File: config.mk
export PLATFORM = sky130hd
export DESIGN_NAME = uart_status_and_output_select
export DESIGN_NICKNAME = d
export VERILOG_FILES = /design/src/uart_status_pkg.sv /design/src/uart_status_and_output_select.sv
export SDC_FILE = /design/constraint.sdc
export NUM_CORES = 1
export LEC_CHECK = 0
export BUFFER_PORTS_ARGS = -buffer_cell sky130_fd_sc_hd__clkbuf_2
export CORE_AREA = 2 2 169 105
export CTS_BUF_LIST = sky130_fd_sc_hd__clkbuf_4 sky130_fd_sc_hd__clkbuf_8 sky130_fd_sc_hd__clkbuf_16
export DETAILED_ROUTE_END_ITERATION = 6
export DIE_AREA = 0 0 171 107
export PLACE_DENSITY = 0.78
export SLEW_MARGIN = 20
export SYNTH_ARGS = -nofsm -noshare
export SYNTH_HDL_FRONTEND = slang
export SYNTH_SLANG_ARGS = --single-unit
export TNS_END_PERCENT = 30
File: constraint.sdc
create_clock -name pclk -period 14.3 [get_ports pclk]
set_input_delay 0.715 -clock pclk [delete_from_list [all_inputs] [get_ports pclk]]
set_output_delay 0.715 -clock pclk [all_outputs]
set_load 0.005 [all_outputs]
File: src/uart_status_pkg.sv
package uart_status_pkg;

  localparam int CHANNELS = 2;
  localparam int DEPTH_FULL = 16;
  localparam int DEPTH_LEGACY = 8;
  localparam int CNT_W = 5;
  localparam int PTR_W = 4;

  // Register indices; the byte address is four times the index
  localparam logic [5:0] IDX_STATUS_A = 6'h01;
  localparam logic [5:0] IDX_COMMAND_A = 6'h02;
  localparam logic [5:0] IDX_STATUS_B = 6'h09;
  localparam logic [5:0] IDX_COMMAND_B = 6'h0A;
  localparam logic [5:0] IDX_OUT_CONFIG = 6'h0D;
  localparam logic [5:0] IDX_CONTROL = 6'h10;

  // Command register field and codes
  localparam int CMD_MSB = 7;
  localparam int CMD_LSB = 4;
  localparam logic [3:0] CMD_RESET_RX = 4'h2;
  localparam logic [3:0] CMD_RESET_ERR = 4'h4;

  // Control register: per channel legacy depth and block error mode
  localparam int CTRL_LEGACY_A = 0;
  localparam int CTRL_BLOCK_A = 1;
  localparam int CTRL_LEGACY_B = 2;
  localparam int CTRL_BLOCK_B = 3;
  localparam logic [3:0] CTRL_RESET = 4'h0;

  // Status byte layout
  localparam int ST_ERR_LSB = 5;
  localparam int ST_OVERRUN = 4;
  localparam int ST_TX_EMPTY = 3;
  localparam int ST_TX_SPACE = 2;
  localparam int ST_RX_FULL = 1;
  localparam int ST_RX_READY = 0;

  // Output configuration fields
  localparam int OPC_PIN7 = 7;
  localparam int OPC_PIN6 = 6;
  localparam int OPC_PIN5 = 5;
  localparam int OPC_PIN4 = 4;
  localparam int OPC_PIN3_LSB = 2;
  localparam int OPC_PIN2_LSB = 0;
  localparam logic [7:0] OPC_RESET = 8'h00;
  localparam logic [1:0] SEL_LATCH = 2'h0;
  localparam logic [1:0] SEL_ALT1 = 2'h1;
  localparam logic [1:0] SEL_ALT2 = 2'h2;

  // Interrupt status bit positions routed to pins
  localparam int IRQ_TX_B = 4;
  localparam int IRQ_TX_A = 0;
  localparam int IRQ_RX_B = 5;
  localparam int IRQ_RX_A = 1;

  typedef struct packed {
    logic rx_load;
    logic brk;
    logic framing;
    logic parity;
    logic rx_read;
    logic tx_drained;
    logic tx_space;
  } chan_events_t;

  typedef struct packed {
    logic ct_out;
    logic tx_b_1x;
    logic rx_b_1x;
    logic tx_a_16x;
    logic tx_a_1x;
    logic rx_a_1x;
  } pin_sources_t;

  typedef struct packed {
    logic [7:0] level;
    logic [7:0] oe;
  } pin_drive_t;

endpackage

File: src/uart_status_and_output_select.sv
// Summary of operation
// - Receive FIFO full flag sets when a transfer fills 8 or 16 positions.
// - A host read of the receive FIFO clears the full flag unless a held or newly loaded character refills the freed slot.
// - A held character refills the freed slot, so full stays set.
// - Receiver-ready sets on every transfer into the receive FIFO.
// - Receiver-ready clears on a read only when the FIFO becomes empty.
// - Break, framing, parity stored per character; status shows head entry bits 7:5.
// - Reset-error-status command clears break, framing and parity status.
// - Character error mode drops a character's error bits when it is read.
// - Block error mode accumulates errors until error reset or receiver reset.
// - Channel B status mirrors channel A behaviour for channel B.
// - Channel B status at offset 0x9 with the given bit layout.
// - Pins 1:0 ignore output configuration; driven by receiver, transmitter, command.
// - By default each of pins 7:2 drives the inverted output value latch bit.
// - Pins 7:2 routed to interrupt or timer signals are open-drain.
// - Config bit 7 routes inverted channel B transmit interrupt to pin 7.
// - Config bit 6 routes inverted channel A transmit interrupt to pin 6.
// - Config bit 5 routes inverted channel B receive interrupt to pin 5.
// - Config bit 4 routes inverted channel A receive interrupt to pin 4.
// - Interrupt levels on pins 7:4 are raw, not gated by the mask.
// - Output configuration at offset 0xD: bits 7:4 single, 3:2 and 1:0 pairs.
// - Pin 3 select: latch, open-drain timer, B transmit 1x, B receive 1x.
// - Pin 2 select: latch, A transmit 16x, A transmit 1x, A receive 1x.
//
// Implementation choice: the APB interface to the registers.
`timescale 1ns/1ps
module uart_status_and_output_select #(
  parameter int DEPTH = uart_status_pkg::DEPTH_FULL,
  parameter int LEGACY_DEPTH = uart_status_pkg::DEPTH_LEGACY
) (
  input wire logic pclk,
  input wire logic presetn,
  input wire logic psel,
  input wire logic penable,
  input wire logic pwrite,
  input wire logic [7:0] paddr,
  input wire logic [31:0] pwdata,
  output logic [31:0] prdata,
  output logic pready,
  output logic pslverr,
  input wire uart_status_pkg::chan_events_t chan_a,
  input wire uart_status_pkg::chan_events_t chan_b,
  input wire logic [7:0] output_value_latch,
  input wire logic [7:0] irq_status_bits,
  input wire logic [1:0] low_pin_level,
  input wire uart_status_pkg::pin_sources_t pin_src,
  output logic [7:0] general_out_pin_o,
  output logic [7:0] general_out_pin_oe
);

  ////////////////////////////////////////////////////////////////////////////
  // Bus decode

  logic [5:0] idx;
  logic setup;
  logic wr_en;
  logic hit;
  logic [7:0] output_pin_configuration_q;
  logic [3:0] control_q;
  logic [31:0] prdata_q;
  logic [7:0] status_q [uart_status_pkg::CHANNELS];
  logic [31:0] rd_word;
  logic [31:0] prdata_d;
  logic cfg_wr;
  logic ctrl_wr;
  logic [7:0] output_pin_configuration_d;
  logic [3:0] control_d;

  function automatic logic is_idx(input logic [5:0] a, input logic [5:0] b);
    return a == b;
  endfunction

  // Pointers wrap at the live depth; change the legacy depth only while the FIFO is empty
  function automatic logic [uart_status_pkg::PTR_W-1:0] bump(input logic [uart_status_pkg::PTR_W-1:0] p,
    input logic step, input logic [uart_status_pkg::CNT_W-1:0] lim);
    logic [uart_status_pkg::CNT_W-1:0] nx;
    nx = uart_status_pkg::CNT_W'(p) + uart_status_pkg::CNT_W'(step);
    return (nx >= lim) ? '0 : nx[uart_status_pkg::PTR_W-1:0];
  endfunction

  assign idx = paddr[7:2];
  assign setup = psel && !penable;
  assign wr_en = psel && penable && pwrite;
  assign hit = is_idx(idx, uart_status_pkg::IDX_STATUS_A) || is_idx(idx, uart_status_pkg::IDX_COMMAND_A)
    || is_idx(idx, uart_status_pkg::IDX_STATUS_B) || is_idx(idx, uart_status_pkg::IDX_COMMAND_B)
    || is_idx(idx, uart_status_pkg::IDX_OUT_CONFIG) || is_idx(idx, uart_status_pkg::IDX_CONTROL);

  // Write-only and command registers read back as zero
  assign rd_word = is_idx(idx, uart_status_pkg::IDX_STATUS_A) ? {24'h000000, status_q[0]} :
    is_idx(idx, uart_status_pkg::IDX_STATUS_B) ? {24'h000000, status_q[1]} :
    is_idx(idx, uart_status_pkg::IDX_CONTROL) ? {28'h0000000, control_q} : 32'h00000000;

  assign pready = 1'b1;
  assign pslverr = psel && penable && !hit;
  assign prdata = prdata_q;
  assign prdata_d = (!pwrite && hit) ? rd_word : 32'h00000000;
  assign cfg_wr = wr_en && is_idx(idx, uart_status_pkg::IDX_OUT_CONFIG);
  assign ctrl_wr = wr_en && is_idx(idx, uart_status_pkg::IDX_CONTROL);
  assign output_pin_configuration_d = cfg_wr ? pwdata[7:0] : output_pin_configuration_q;
  assign control_d = ctrl_wr ? pwdata[3:0] : control_q;

  // Read data is captured in the setup cycle so it stands from a flop in the access cycle
  always_ff @(posedge pclk or negedge presetn) begin
    if (!presetn) begin
      prdata_q <= 32'h00000000;
    end else if (setup) begin
      prdata_q <= prdata_d;
    end
  end

  always_ff @(posedge pclk or negedge presetn) begin
    if (!presetn) begin
      output_pin_configuration_q <= uart_status_pkg::OPC_RESET;
    end else begin
      output_pin_configuration_q <= output_pin_configuration_d;
    end
  end

  always_ff @(posedge pclk or negedge presetn) begin
    if (!presetn) begin
      control_q <= uart_status_pkg::CTRL_RESET;
    end else begin
      control_q <= control_d;
    end
  end

  ////////////////////////////////////////////////////////////////////////////
  // Receive status per channel

  uart_status_pkg::chan_events_t ev [uart_status_pkg::CHANNELS];
  assign ev[0] = chan_a;
  assign ev[1] = chan_b;

  for (genvar c = 0; c < uart_status_pkg::CHANNELS; c++) begin : g_chan
    logic [2:0] err_mem_q [DEPTH];
    logic [uart_status_pkg::PTR_W-1:0] rd_ptr_q;
    logic [uart_status_pkg::PTR_W-1:0] wr_ptr_q;
    logic [uart_status_pkg::CNT_W-1:0] cnt_q;
    logic [uart_status_pkg::CNT_W-1:0] cnt_pop;
    logic [uart_status_pkg::CNT_W-1:0] cnt_d;
    logic [uart_status_pkg::CNT_W-1:0] depth;
    logic held_q;
    logic held_d;
    logic [2:0] held_err_q;
    logic [2:0] new_err;
    logic [2:0] wdata;
    logic [2:0] blk_q;
    logic [2:0] shown_err;
    logic full_q;
    logic ready_q;
    logic ovr_q;
    logic cmd_wr;
    logic rx_rst;
    logic err_rst;
    logic legacy;
    logic block_mode;
    logic pop;
    logic space;
    logic wr_held;
    logic new_to_fifo;
    logic new_to_held;
    logic overrun;
    logic wr;
    logic [uart_status_pkg::PTR_W-1:0] rd_ptr_d;
    logic [uart_status_pkg::PTR_W-1:0] wr_ptr_d;
    logic full_d;
    logic ready_d;
    logic ovr_d;
    logic [2:0] blk_d;
    logic [2:0] held_err_d;

    assign cmd_wr = wr_en && is_idx(idx, c == 0 ? uart_status_pkg::IDX_COMMAND_A : uart_status_pkg::IDX_COMMAND_B);
    assign rx_rst = cmd_wr && pwdata[uart_status_pkg::CMD_MSB:uart_status_pkg::CMD_LSB] == uart_status_pkg::CMD_RESET_RX;
    assign err_rst = cmd_wr && pwdata[uart_status_pkg::CMD_MSB:uart_status_pkg::CMD_LSB] == uart_status_pkg::CMD_RESET_ERR;
    assign legacy = control_q[c == 0 ? uart_status_pkg::CTRL_LEGACY_A : uart_status_pkg::CTRL_LEGACY_B];
    assign block_mode = control_q[c == 0 ? uart_status_pkg::CTRL_BLOCK_A : uart_status_pkg::CTRL_BLOCK_B];
    assign depth = legacy ? uart_status_pkg::CNT_W'(LEGACY_DEPTH) : uart_status_pkg::CNT_W'(DEPTH);

    // Read frees a slot first, then the held or the new character may take it
    assign pop = ev[c].rx_read && cnt_q != '0;
    assign cnt_pop = cnt_q - uart_status_pkg::CNT_W'(pop);
    assign space = cnt_pop < depth;
    assign wr_held = held_q && pop;
    assign new_to_fifo = ev[c].rx_load && !wr_held && space;
    assign new_to_held = ev[c].rx_load && !new_to_fifo && (!held_q || wr_held);
    assign overrun = ev[c].rx_load && held_q && !pop;
    assign wr = wr_held || new_to_fifo;
    assign new_err = {ev[c].brk, ev[c].framing, ev[c].parity};
    assign wdata = wr_held ? held_err_q : new_err;
    assign held_d = !rx_rst && (new_to_held || (held_q && !wr_held));
    assign cnt_d = rx_rst ? '0 : cnt_pop + uart_status_pkg::CNT_W'(wr);
    assign rd_ptr_d = rx_rst ? '0 : bump(rd_ptr_q, pop, depth);
    assign wr_ptr_d = rx_rst ? '0 : bump(wr_ptr_q, wr, depth);
    assign full_d = cnt_d == depth;
    assign ready_d = cnt_d != '0;
    assign ovr_d = overrun || (ovr_q && !err_rst && !rx_rst);
    assign blk_d = ((err_rst || rx_rst) ? 3'h0 : blk_q) | (wr ? wdata : 3'h0);
    assign held_err_d = (new_to_held && !rx_rst) ? new_err : ((err_rst || rx_rst) ? 3'h0 : held_err_q);

    // Receiver reset is folded into each next value, so every flop below except the error memory has one job
    always_ff @(posedge pclk or negedge presetn) begin
      if (!presetn) begin
        cnt_q <= '0;
      end else begin
        cnt_q <= cnt_d;
      end
    end

    always_ff @(posedge pclk or negedge presetn) begin
      if (!presetn) begin
        rd_ptr_q <= '0;
      end else begin
        rd_ptr_q <= rd_ptr_d;
      end
    end

    always_ff @(posedge pclk or negedge presetn) begin
      if (!presetn) begin
        wr_ptr_q <= '0;
      end else begin
        wr_ptr_q <= wr_ptr_d;
      end
    end

    always_ff @(posedge pclk or negedge presetn) begin
      if (!presetn) begin
        held_q <= 1'b0;
      end else begin
        held_q <= held_d;
      end
    end

    always_ff @(posedge pclk or negedge presetn) begin
      if (!presetn) begin
        full_q <= 1'b0;
      end else begin
        full_q <= full_d;
      end
    end

    always_ff @(posedge pclk or negedge presetn) begin
      if (!presetn) begin
        ready_q <= 1'b0;
      end else begin
        ready_q <= ready_d;
      end
    end

    // Error memory: either reset command drops stored status; an arrival in an error-reset cycle still lands, one in a receiver-reset cycle does not
    always_ff @(posedge pclk or negedge presetn) begin
      if (!presetn) begin
        for (int i = 0; i < DEPTH; i++) begin
          err_mem_q[i] <= 3'h0;
        end
      end else begin
        if (err_rst || rx_rst) begin
          for (int i = 0; i < DEPTH; i++) begin
            err_mem_q[i] <= 3'h0;
          end
        end
        if (wr && !rx_rst) begin
          err_mem_q[wr_ptr_q] <= wdata;
        end
      end
    end

    always_ff @(posedge pclk or negedge presetn) begin
      if (!presetn) begin
        held_err_q <= 3'h0;
      end else begin
        held_err_q <= held_err_d;
      end
    end

    // Sticky flags: an event in the clearing cycle wins
    always_ff @(posedge pclk or negedge presetn) begin
      if (!presetn) begin
        ovr_q <= 1'b0;
      end else begin
        ovr_q <= ovr_d;
      end
    end

    always_ff @(posedge pclk or negedge presetn) begin
      if (!presetn) begin
        blk_q <= 3'h0;
      end else begin
        blk_q <= blk_d;
      end
    end

    assign shown_err = block_mode ? blk_q : (ready_q ? err_mem_q[rd_ptr_q] : 3'h0);

    // Same layout for both channels
    always_comb begin
      status_q[c] = 8'h00;
      status_q[c][7:uart_status_pkg::ST_ERR_LSB] = shown_err;
      status_q[c][uart_status_pkg::ST_OVERRUN] = ovr_q;
      status_q[c][uart_status_pkg::ST_TX_EMPTY] = ev[c].tx_drained;
      status_q[c][uart_status_pkg::ST_TX_SPACE] = ev[c].tx_space;
      status_q[c][uart_status_pkg::ST_RX_FULL] = full_q;
      status_q[c][uart_status_pkg::ST_RX_READY] = ready_q;
    end
  end

  ////////////////////////////////////////////////////////////////////////////
  // Output pin selection

  logic [7:0] inv_latch;
  logic [1:0] sel3;
  logic [1:0] sel2;
  uart_status_pkg::pin_drive_t drive_d;
  uart_status_pkg::pin_drive_t drive_q;
  logic [1:0] pin7_drv;
  logic [1:0] pin6_drv;
  logic [1:0] pin5_drv;
  logic [1:0] pin4_drv;

  assign inv_latch = ~output_value_latch;
  assign sel3 = output_pin_configuration_q[uart_status_pkg::OPC_PIN3_LSB +: 2];
  assign sel2 = output_pin_configuration_q[uart_status_pkg::OPC_PIN2_LSB +: 2];

  // Open-drain pins only ever pull low; enable tracks the low level
  function automatic logic [1:0] pick(input logic sel, input logic latch_lvl, input logic irq_raw);
    return sel ? {1'b0, irq_raw} : {latch_lvl, 1'b1};
  endfunction

  // Raw status bypasses the mask, so a masked source still pulls its pin low
  assign pin7_drv = pick(output_pin_configuration_q[uart_status_pkg::OPC_PIN7],
    inv_latch[7], irq_status_bits[uart_status_pkg::IRQ_TX_B]);
  assign pin6_drv = pick(output_pin_configuration_q[uart_status_pkg::OPC_PIN6],
    inv_latch[6], irq_status_bits[uart_status_pkg::IRQ_TX_A]);
  assign pin5_drv = pick(output_pin_configuration_q[uart_status_pkg::OPC_PIN5],
    inv_latch[5], irq_status_bits[uart_status_pkg::IRQ_RX_B]);
  assign pin4_drv = pick(output_pin_configuration_q[uart_status_pkg::OPC_PIN4],
    inv_latch[4], irq_status_bits[uart_status_pkg::IRQ_RX_A]);

  always_comb begin
    drive_d.level = 8'h00;
    drive_d.oe = 8'hFF;
    drive_d.level[1:0] = low_pin_level;
    {drive_d.level[7], drive_d.oe[7]} = pin7_drv;
    {drive_d.level[6], drive_d.oe[6]} = pin6_drv;
    {drive_d.level[5], drive_d.oe[5]} = pin5_drv;
    {drive_d.level[4], drive_d.oe[4]} = pin4_drv;
    case (sel3)
      uart_status_pkg::SEL_LATCH: drive_d.level[3] = inv_latch[3];
      uart_status_pkg::SEL_ALT1: begin
        drive_d.level[3] = 1'b0;
        drive_d.oe[3] = !pin_src.ct_out;
      end
      uart_status_pkg::SEL_ALT2: drive_d.level[3] = pin_src.tx_b_1x;
      default: drive_d.level[3] = pin_src.rx_b_1x;
    endcase
    case (sel2)
      uart_status_pkg::SEL_LATCH: drive_d.level[2] = inv_latch[2];
      uart_status_pkg::SEL_ALT1: drive_d.level[2] = pin_src.tx_a_16x;
      uart_status_pkg::SEL_ALT2: drive_d.level[2] = pin_src.tx_a_1x;
      default: drive_d.level[2] = pin_src.rx_a_1x;
    endcase
  end

  // Registered pins add one cycle of latency but keep the pads glitch free
  always_ff @(posedge pclk or negedge presetn) begin
    if (!presetn) begin
      drive_q <= '0;
    end else begin
      drive_q <= drive_d;
    end
  end

  assign general_out_pin_o = drive_q.level;
  assign general_out_pin_oe = drive_q.oe;

endmodule // uart_status_and_output_select

==> impl_metrics.prom <==
# TYPE chip_impl_metric gauge
chip_impl_info{name="outcome",value="completed"} 1
chip_impl_metric{name="cts.clk_slew.worst_paths",unit="ns"} 0.07
chip_impl_metric{name="max-vdd-ir-drop",unit="mV"} 0.0900
chip_impl_metric{name="post-route-min-period",unit="ns"} 5.55
chip_impl_metric{name="fmax",unit="MHz"} 180
chip_impl_metric{name="final.fill_count",unit=""} 1334
chip_impl_metric{name="grt_overflow_total",unit=""} 0
chip_impl_metric{name="layout.core_utilization",unit="%"} 62.7
chip_impl_metric{name="layout-drive-gt1-share",unit="%"} 19.0
chip_impl_info{name="worst_path_dominant_cell_family",value="simple AND/OR/NAND/NOR gates"} 1
chip_impl_metric{name="post-route-period-util",unit="%"} 38.8
chip_impl_metric{name="critical-path-max-stage-delay",unit="ns"} 0.56
chip_impl_metric{name="cts_made_buffers",unit=""} 17
chip_impl_metric{name="placedInstanceArea",unit="um2"} 9940
chip_impl_metric{name="initial_antenna_violation_count",unit=""} 0
chip_impl_metric{name="antenna-diode-count",unit=""} 0
chip_impl_info{name="yosysTopAreaCell",value="sky130_fd_sc_hd__dfrtp_1"} 1
chip_impl_metric{name="grt_start_max_net_pins",unit=""} 119
chip_impl_metric{name="cts.htree.levels",unit=""} 4
chip_impl_metric{name="synthArstFlopShare",unit="%"} 100
chip_impl_info{name="leading_register_cell_type_out_of_synthesis",value="sky130_fd_sc_hd__dfrtp_1"} 1
chip_impl_metric{name="first_pass_grt_wire_length",unit="um"} 35700
chip_impl_metric{name="number_of_standard_cells_after_synthesis",unit=""} 872
chip_impl_metric{name="setup_violations",unit=""} 0
chip_impl_metric{name="dr.first_iter.drc_count",unit=""} 589
chip_impl_info{name="synth_most_common_cell",value="sky130_fd_sc_hd__dfrtp_1"} 1
chip_impl_metric{name="route.antenna.remaining_nets",unit=""} 0
chip_impl_metric{name="power",unit="mW"} 2.11
chip_impl_metric{name="post-route-drc-count",unit=""} 0
chip_impl_metric{name="effective_utilization_at_floorplan",unit="%"} 56.6
chip_impl_metric{name="netlist-cell-type-count",unit=""} 62
chip_impl_metric{name="hold_buffers",unit=""} 0
chip_impl_metric{name="finClkSkew",unit="ns"} 0.0143
chip_impl_info{name="cpMaxStageDelayCell",value="sky130_fd_sc_hd__or4_4"} 1
chip_impl_metric{name="yosys_register_bits",unit=""} 176
chip_impl_info{name="synth.top_cells.by_area",value="sky130_fd_sc_hd__dfrtp_1 (46%), sky130_fd_sc_hd__mux2i_1 (12%), sky130_fd_sc_hd__mux4_2 (6.6%)"} 1
chip_impl_metric{name="postCtsResizedCells",unit=""} 0
chip_impl_metric{name="cp_data_required_time",unit="ns"} 14.62
chip_impl_metric{name="top_area_cell_type_share_of_the_netlist_area",unit="%"} 46.4
chip_impl_metric{name="worstPathArrival",unit="ns"} 5.86
chip_impl_metric{name="worst_slew_pin_slew",unit="ns"} 0.916
chip_impl_metric{name="final.setup.tns",unit="ns"} 0
chip_impl_metric{name="synth_area_per_cell",unit="um2"} 10.9
chip_impl_metric{name="areaGrowthSynthToFinish",unit="%"} 10.8
chip_impl_metric{name="number_of_flops_mapped_to_enable_cells_by_yosys",unit=""} 0
chip_impl_metric{name="layout.nets",unit=""} 1039
chip_impl_metric{name="wirelength",unit="um"} 22100
chip_impl_metric{name="syn-cell-area",unit="um2"} 9490
chip_impl_metric{name="maxSlewViolCount",unit=""} 0
chip_impl_metric{name="cellLeakagePower",unit="nW"} 4.85
chip_impl_metric{name="floorplan.die_area",unit="um2"} 18300
chip_impl_metric{name="layout.cell_area.non_filler",unit="um2"} 10500
chip_impl_metric{name="final.hold.worst_slack",unit="ns"} 0.387
chip_impl_info{name="worst_setup_path_start_kind",value="flop"} 1
chip_impl_metric{name="cts.sinks",unit=""} 176
chip_impl_metric{name="largest_fanout_on_the_critical_path",unit=""} 20
chip_impl_metric{name="cellPowerDensity",unit="nW/um2"} 201
chip_impl_info{name="cts_tree",value="yes"} 1
chip_impl_metric{name="route.detailed.wl_per_inst",unit="um"} 18.8
chip_impl_metric{name="clockBufferDepth",unit=""} 2
chip_impl_metric{name="detailed_place_hpwl",unit="um"} 15300
chip_impl_metric{name="fp-row-count",unit=""} 37
chip_impl_metric{name="regArea",unit="um2"} 4400
chip_impl_info{name="cts-root-buf",value="sky130_fd_sc_hd__clkbuf_16"} 1
chip_impl_metric{name="replace_congestion",unit=""} 0.841
chip_impl_metric{name="cp_num_buf_inv",unit=""} 3
chip_impl_metric{name="synth_seq_area_share",unit="%"} 46.4
chip_impl_info{name="yosys-top-cells-count",value="sky130_fd_sc_hd__dfrtp_1 (176), sky130_fd_sc_hd__nand2_1 (142), sky130_fd_sc_hd__mux2i_1 (116), sky130_fd_sc_hd__nor2_1 (37), sky130_fd_sc_hd__clkbuf_1 (30)"} 1
chip_impl_info{name="worst_setup_path_end_kind",value="flop"} 1
chip_impl_metric{name="floorplan.io_pins",unit=""} 133
chip_impl_info{name="grt_setup_unrepaired",value="false"} 1
chip_impl_metric{name="io_buffers",unit=""} 75
chip_impl_metric{name="timing.max_slew.rel_slack",unit="%"} 38.8
chip_impl_metric{name="grt_pass1_vias",unit=""} 6718
chip_impl_metric{name="grt_use_total",unit="%"} 25.5
chip_impl_metric{name="drv.max_cap_violation_count",unit=""} 0
chip_impl_metric{name="core",unit="um2"} 16800
chip_impl_metric{name="clock_latency",unit="ns"} 0.44
chip_impl_metric{name="die_width",unit="um"} 171
chip_impl_metric{name="die-height",unit="um"} 107
chip_impl_info{name="worstHoldPathType",value="in -> reg"} 1
chip_impl_metric{name="postCtsSetupRepairBufs",unit=""} 0
chip_impl_info{name="critPathMostFrequentCell",value="sky130_fd_sc_hd__ha_1"} 1
chip_impl_metric{name="multiInputGateArea",unit="um2"} 4690
chip_impl_metric{name="drt_pass1_iterations",unit=""} 5
chip_impl_info{name="critical_path_class",value="reg -> reg"} 1
chip_impl_metric{name="synthesis.yosys.warnings",unit=""} 0
chip_impl_info{name="cp_cell_sequence",value="or4_4, o21ai_0, inv_1, ha_1, ha_1, nor3b_1, xor2_1, ha_1, or3b_2, o211a_1, inv_1, ha_1, nand3_1, xor2_1, ha_1, inv_1, o41ai_1, a21oi_1, and3_1"} 1
chip_impl_metric{name="timing.final.hold_violations",unit=""} 0
chip_impl_metric{name="vias",unit=""} 6867
chip_impl_metric{name="drt-vias-per-instance",unit=""} 5.83
final timing paths:
path	start	endpoint	slack [ns]	cells after the start
max	g_chan[0].cnt_q[1]	g_chan[0].wr_ptr_q[0]	8.75	19
min	low_pin_level[1]	general_out_pin_o[1]	0.39	1
max reg2reg	g_chan[0].cnt_q[1]	g_chan[0].wr_ptr_q[0]	8.75	19
min reg2reg	output_pin_configuration_q[4]	general_out_pin_o[4]	0.45	1
max in group asynchronous	presetn	g_chan[0].err_mem_q[5]	12.53	2
min in group asynchronous	presetn	general_out_pin_oe[3]	0.42	1
flip-flops by register name, summed over array words and instances (netlist names):
register / count
control_q: 4
g_chan.blk_q: 6
g_chan.cnt_q: 10
g_chan.err_mem_q: 96
g_chan.full_q: 2
g_chan.held_err_q: 6
g_chan.held_q: 2
g_chan.ovr_q: 2
g_chan.rd_ptr_q: 8
g_chan.ready_q: 2
g_chan.wr_ptr_q: 8
general_out_pin_o: 8
general_out_pin_oe: 6
output_pin_configuration_q: 8
prdata: 8
layout by cell type (no fill, tap or decap), types with 4 or more instances in the layout:
cell type | netlist | routed
sky130_fd_sc_hd__nor2_2 | 6 | 6
sky130_fd_sc_hd__xor2_1 | 13 | 13
sky130_fd_sc_hd__inv_8 | 0 | 4
sky130_fd_sc_hd__clkinv_4 | 0 | 5
sky130_fd_sc_hd__mux4_2 | 28 | 28
sky130_fd_sc_hd__o21ai_0 | 18 | 18
sky130_fd_sc_hd__nand3b_1 | 9 | 9
sky130_fd_sc_hd__xnor2_1 | 5 | 5
sky130_fd_sc_hd__nor3b_1 | 4 | 4
sky130_fd_sc_hd__a22o_1 | 4 | 4
sky130_fd_sc_hd__nand4_1 | 6 | 6
sky130_fd_sc_hd__a21oi_1 | 28 | 28
sky130_fd_sc_hd__nor2b_1 | 6 | 6
sky130_fd_sc_hd__buf_4 | 29 | 10
sky130_fd_sc_hd__nand3_1 | 24 | 24
sky130_fd_sc_hd__clkbuf_16 | 0 | 17
sky130_fd_sc_hd__nand2b_1 | 14 | 14
sky130_fd_sc_hd__conb_1 | 2 | 26
sky130_fd_sc_hd__dfrtp_1 | 176 | 176
sky130_fd_sc_hd__clkbuf_2 | 0 | 74
sky130_fd_sc_hd__or3_1 | 9 | 9
sky130_fd_sc_hd__mux2i_1 | 116 | 116
sky130_fd_sc_hd__a31oi_1 | 4 | 4
sky130_fd_sc_hd__ha_1 | 26 | 26
sky130_fd_sc_hd__and3_1 | 17 | 17
sky130_fd_sc_hd__and2_1 | 7 | 7
sky130_fd_sc_hd__inv_6 | 0 | 4
sky130_fd_sc_hd__nor2_1 | 37 | 37
sky130_fd_sc_hd__nor3_1 | 14 | 14
sky130_fd_sc_hd__o41ai_1 | 4 | 4
sky130_fd_sc_hd__mux2_2 | 15 | 15
sky130_fd_sc_hd__inv_1 | 23 | 23
sky130_fd_sc_hd__nand2_1 | 142 | 142
logic make-up (layout without fill, tap and decap cells):
family / Yosys count / count (layout) / synth area share (%)
compound gates: 82 / 82 / 5.95
buf+inv: 94 / 141 / 5.06
other cells: 2 / 26 / 0.0792
xor+xnor: 20 / 20 / 2.16
flops: 176 / 176 / 46.4
simple gates: 313 / 313 / 16.2
fa+ha+maj: 26 / 26 / 3.43
mux: 159 / 159 / 20.7
report_power, final:
group          switching, mW  leakage [nW]  internal [mW]
logic                  0.396          2.42          0.384
registers              0.190          2.15          0.686
clock network          0.223         0.284          0.234
total                  0.808          4.85           1.30
per-layer routing:
metal  GRT usage [%]  up-vias  share of wire, %
li1                -     3138                 -
met1            38.8     3393                48
met2            36.1      318                41
met3            6.76       18                10
met4            6.54        0              0.99
met5               0        -                 0
worst reg2reg max path: stages, from the launching register on:
cell,delay (ns)
sky130_fd_sc_hd__dfrtp_1,0.41
sky130_fd_sc_hd__or4_4,0.56
sky130_fd_sc_hd__o21ai_0,0.41
sky130_fd_sc_hd__inv_1,0.18
sky130_fd_sc_hd__ha_1,0.24
sky130_fd_sc_hd__ha_1,0.23
sky130_fd_sc_hd__nor3b_1,0.16
sky130_fd_sc_hd__xor2_1,0.25
sky130_fd_sc_hd__ha_1,0.29
sky130_fd_sc_hd__or3b_2,0.48
sky130_fd_sc_hd__o211a_1,0.41
sky130_fd_sc_hd__inv_1,0.25
sky130_fd_sc_hd__ha_1,0.21
sky130_fd_sc_hd__nand3_1,0.10
sky130_fd_sc_hd__xor2_1,0.18
sky130_fd_sc_hd__ha_1,0.30
sky130_fd_sc_hd__inv_1,0.04
sky130_fd_sc_hd__o41ai_1,0.33
sky130_fd_sc_hd__a21oi_1,0.18
sky130_fd_sc_hd__and3_1,0.22
stage by stage:
stage	worst slack, ns	cells
finish	8.75	1177
global route	8.42	1177
CTS	8.85	1177
detailed placement	8.88	1145
global placement	9.06	1145
floorplan	9.56	896
layout make-up:
| cell class | count | share of cell area, % |
|---|---|---|
| repair buffers | 85 | 4.37 |
| clock buffers | 18 | 4.12 |
| well taps | 234 | 2.79 |
| inverters | 24 | 0.857 |
| flip-flops and latches | 176 | 41.9 |
| multi-input cells | 626 | 44.6 |
| clock inverters | 14 | 1.33 |
(Power assumes the default switching activity.)
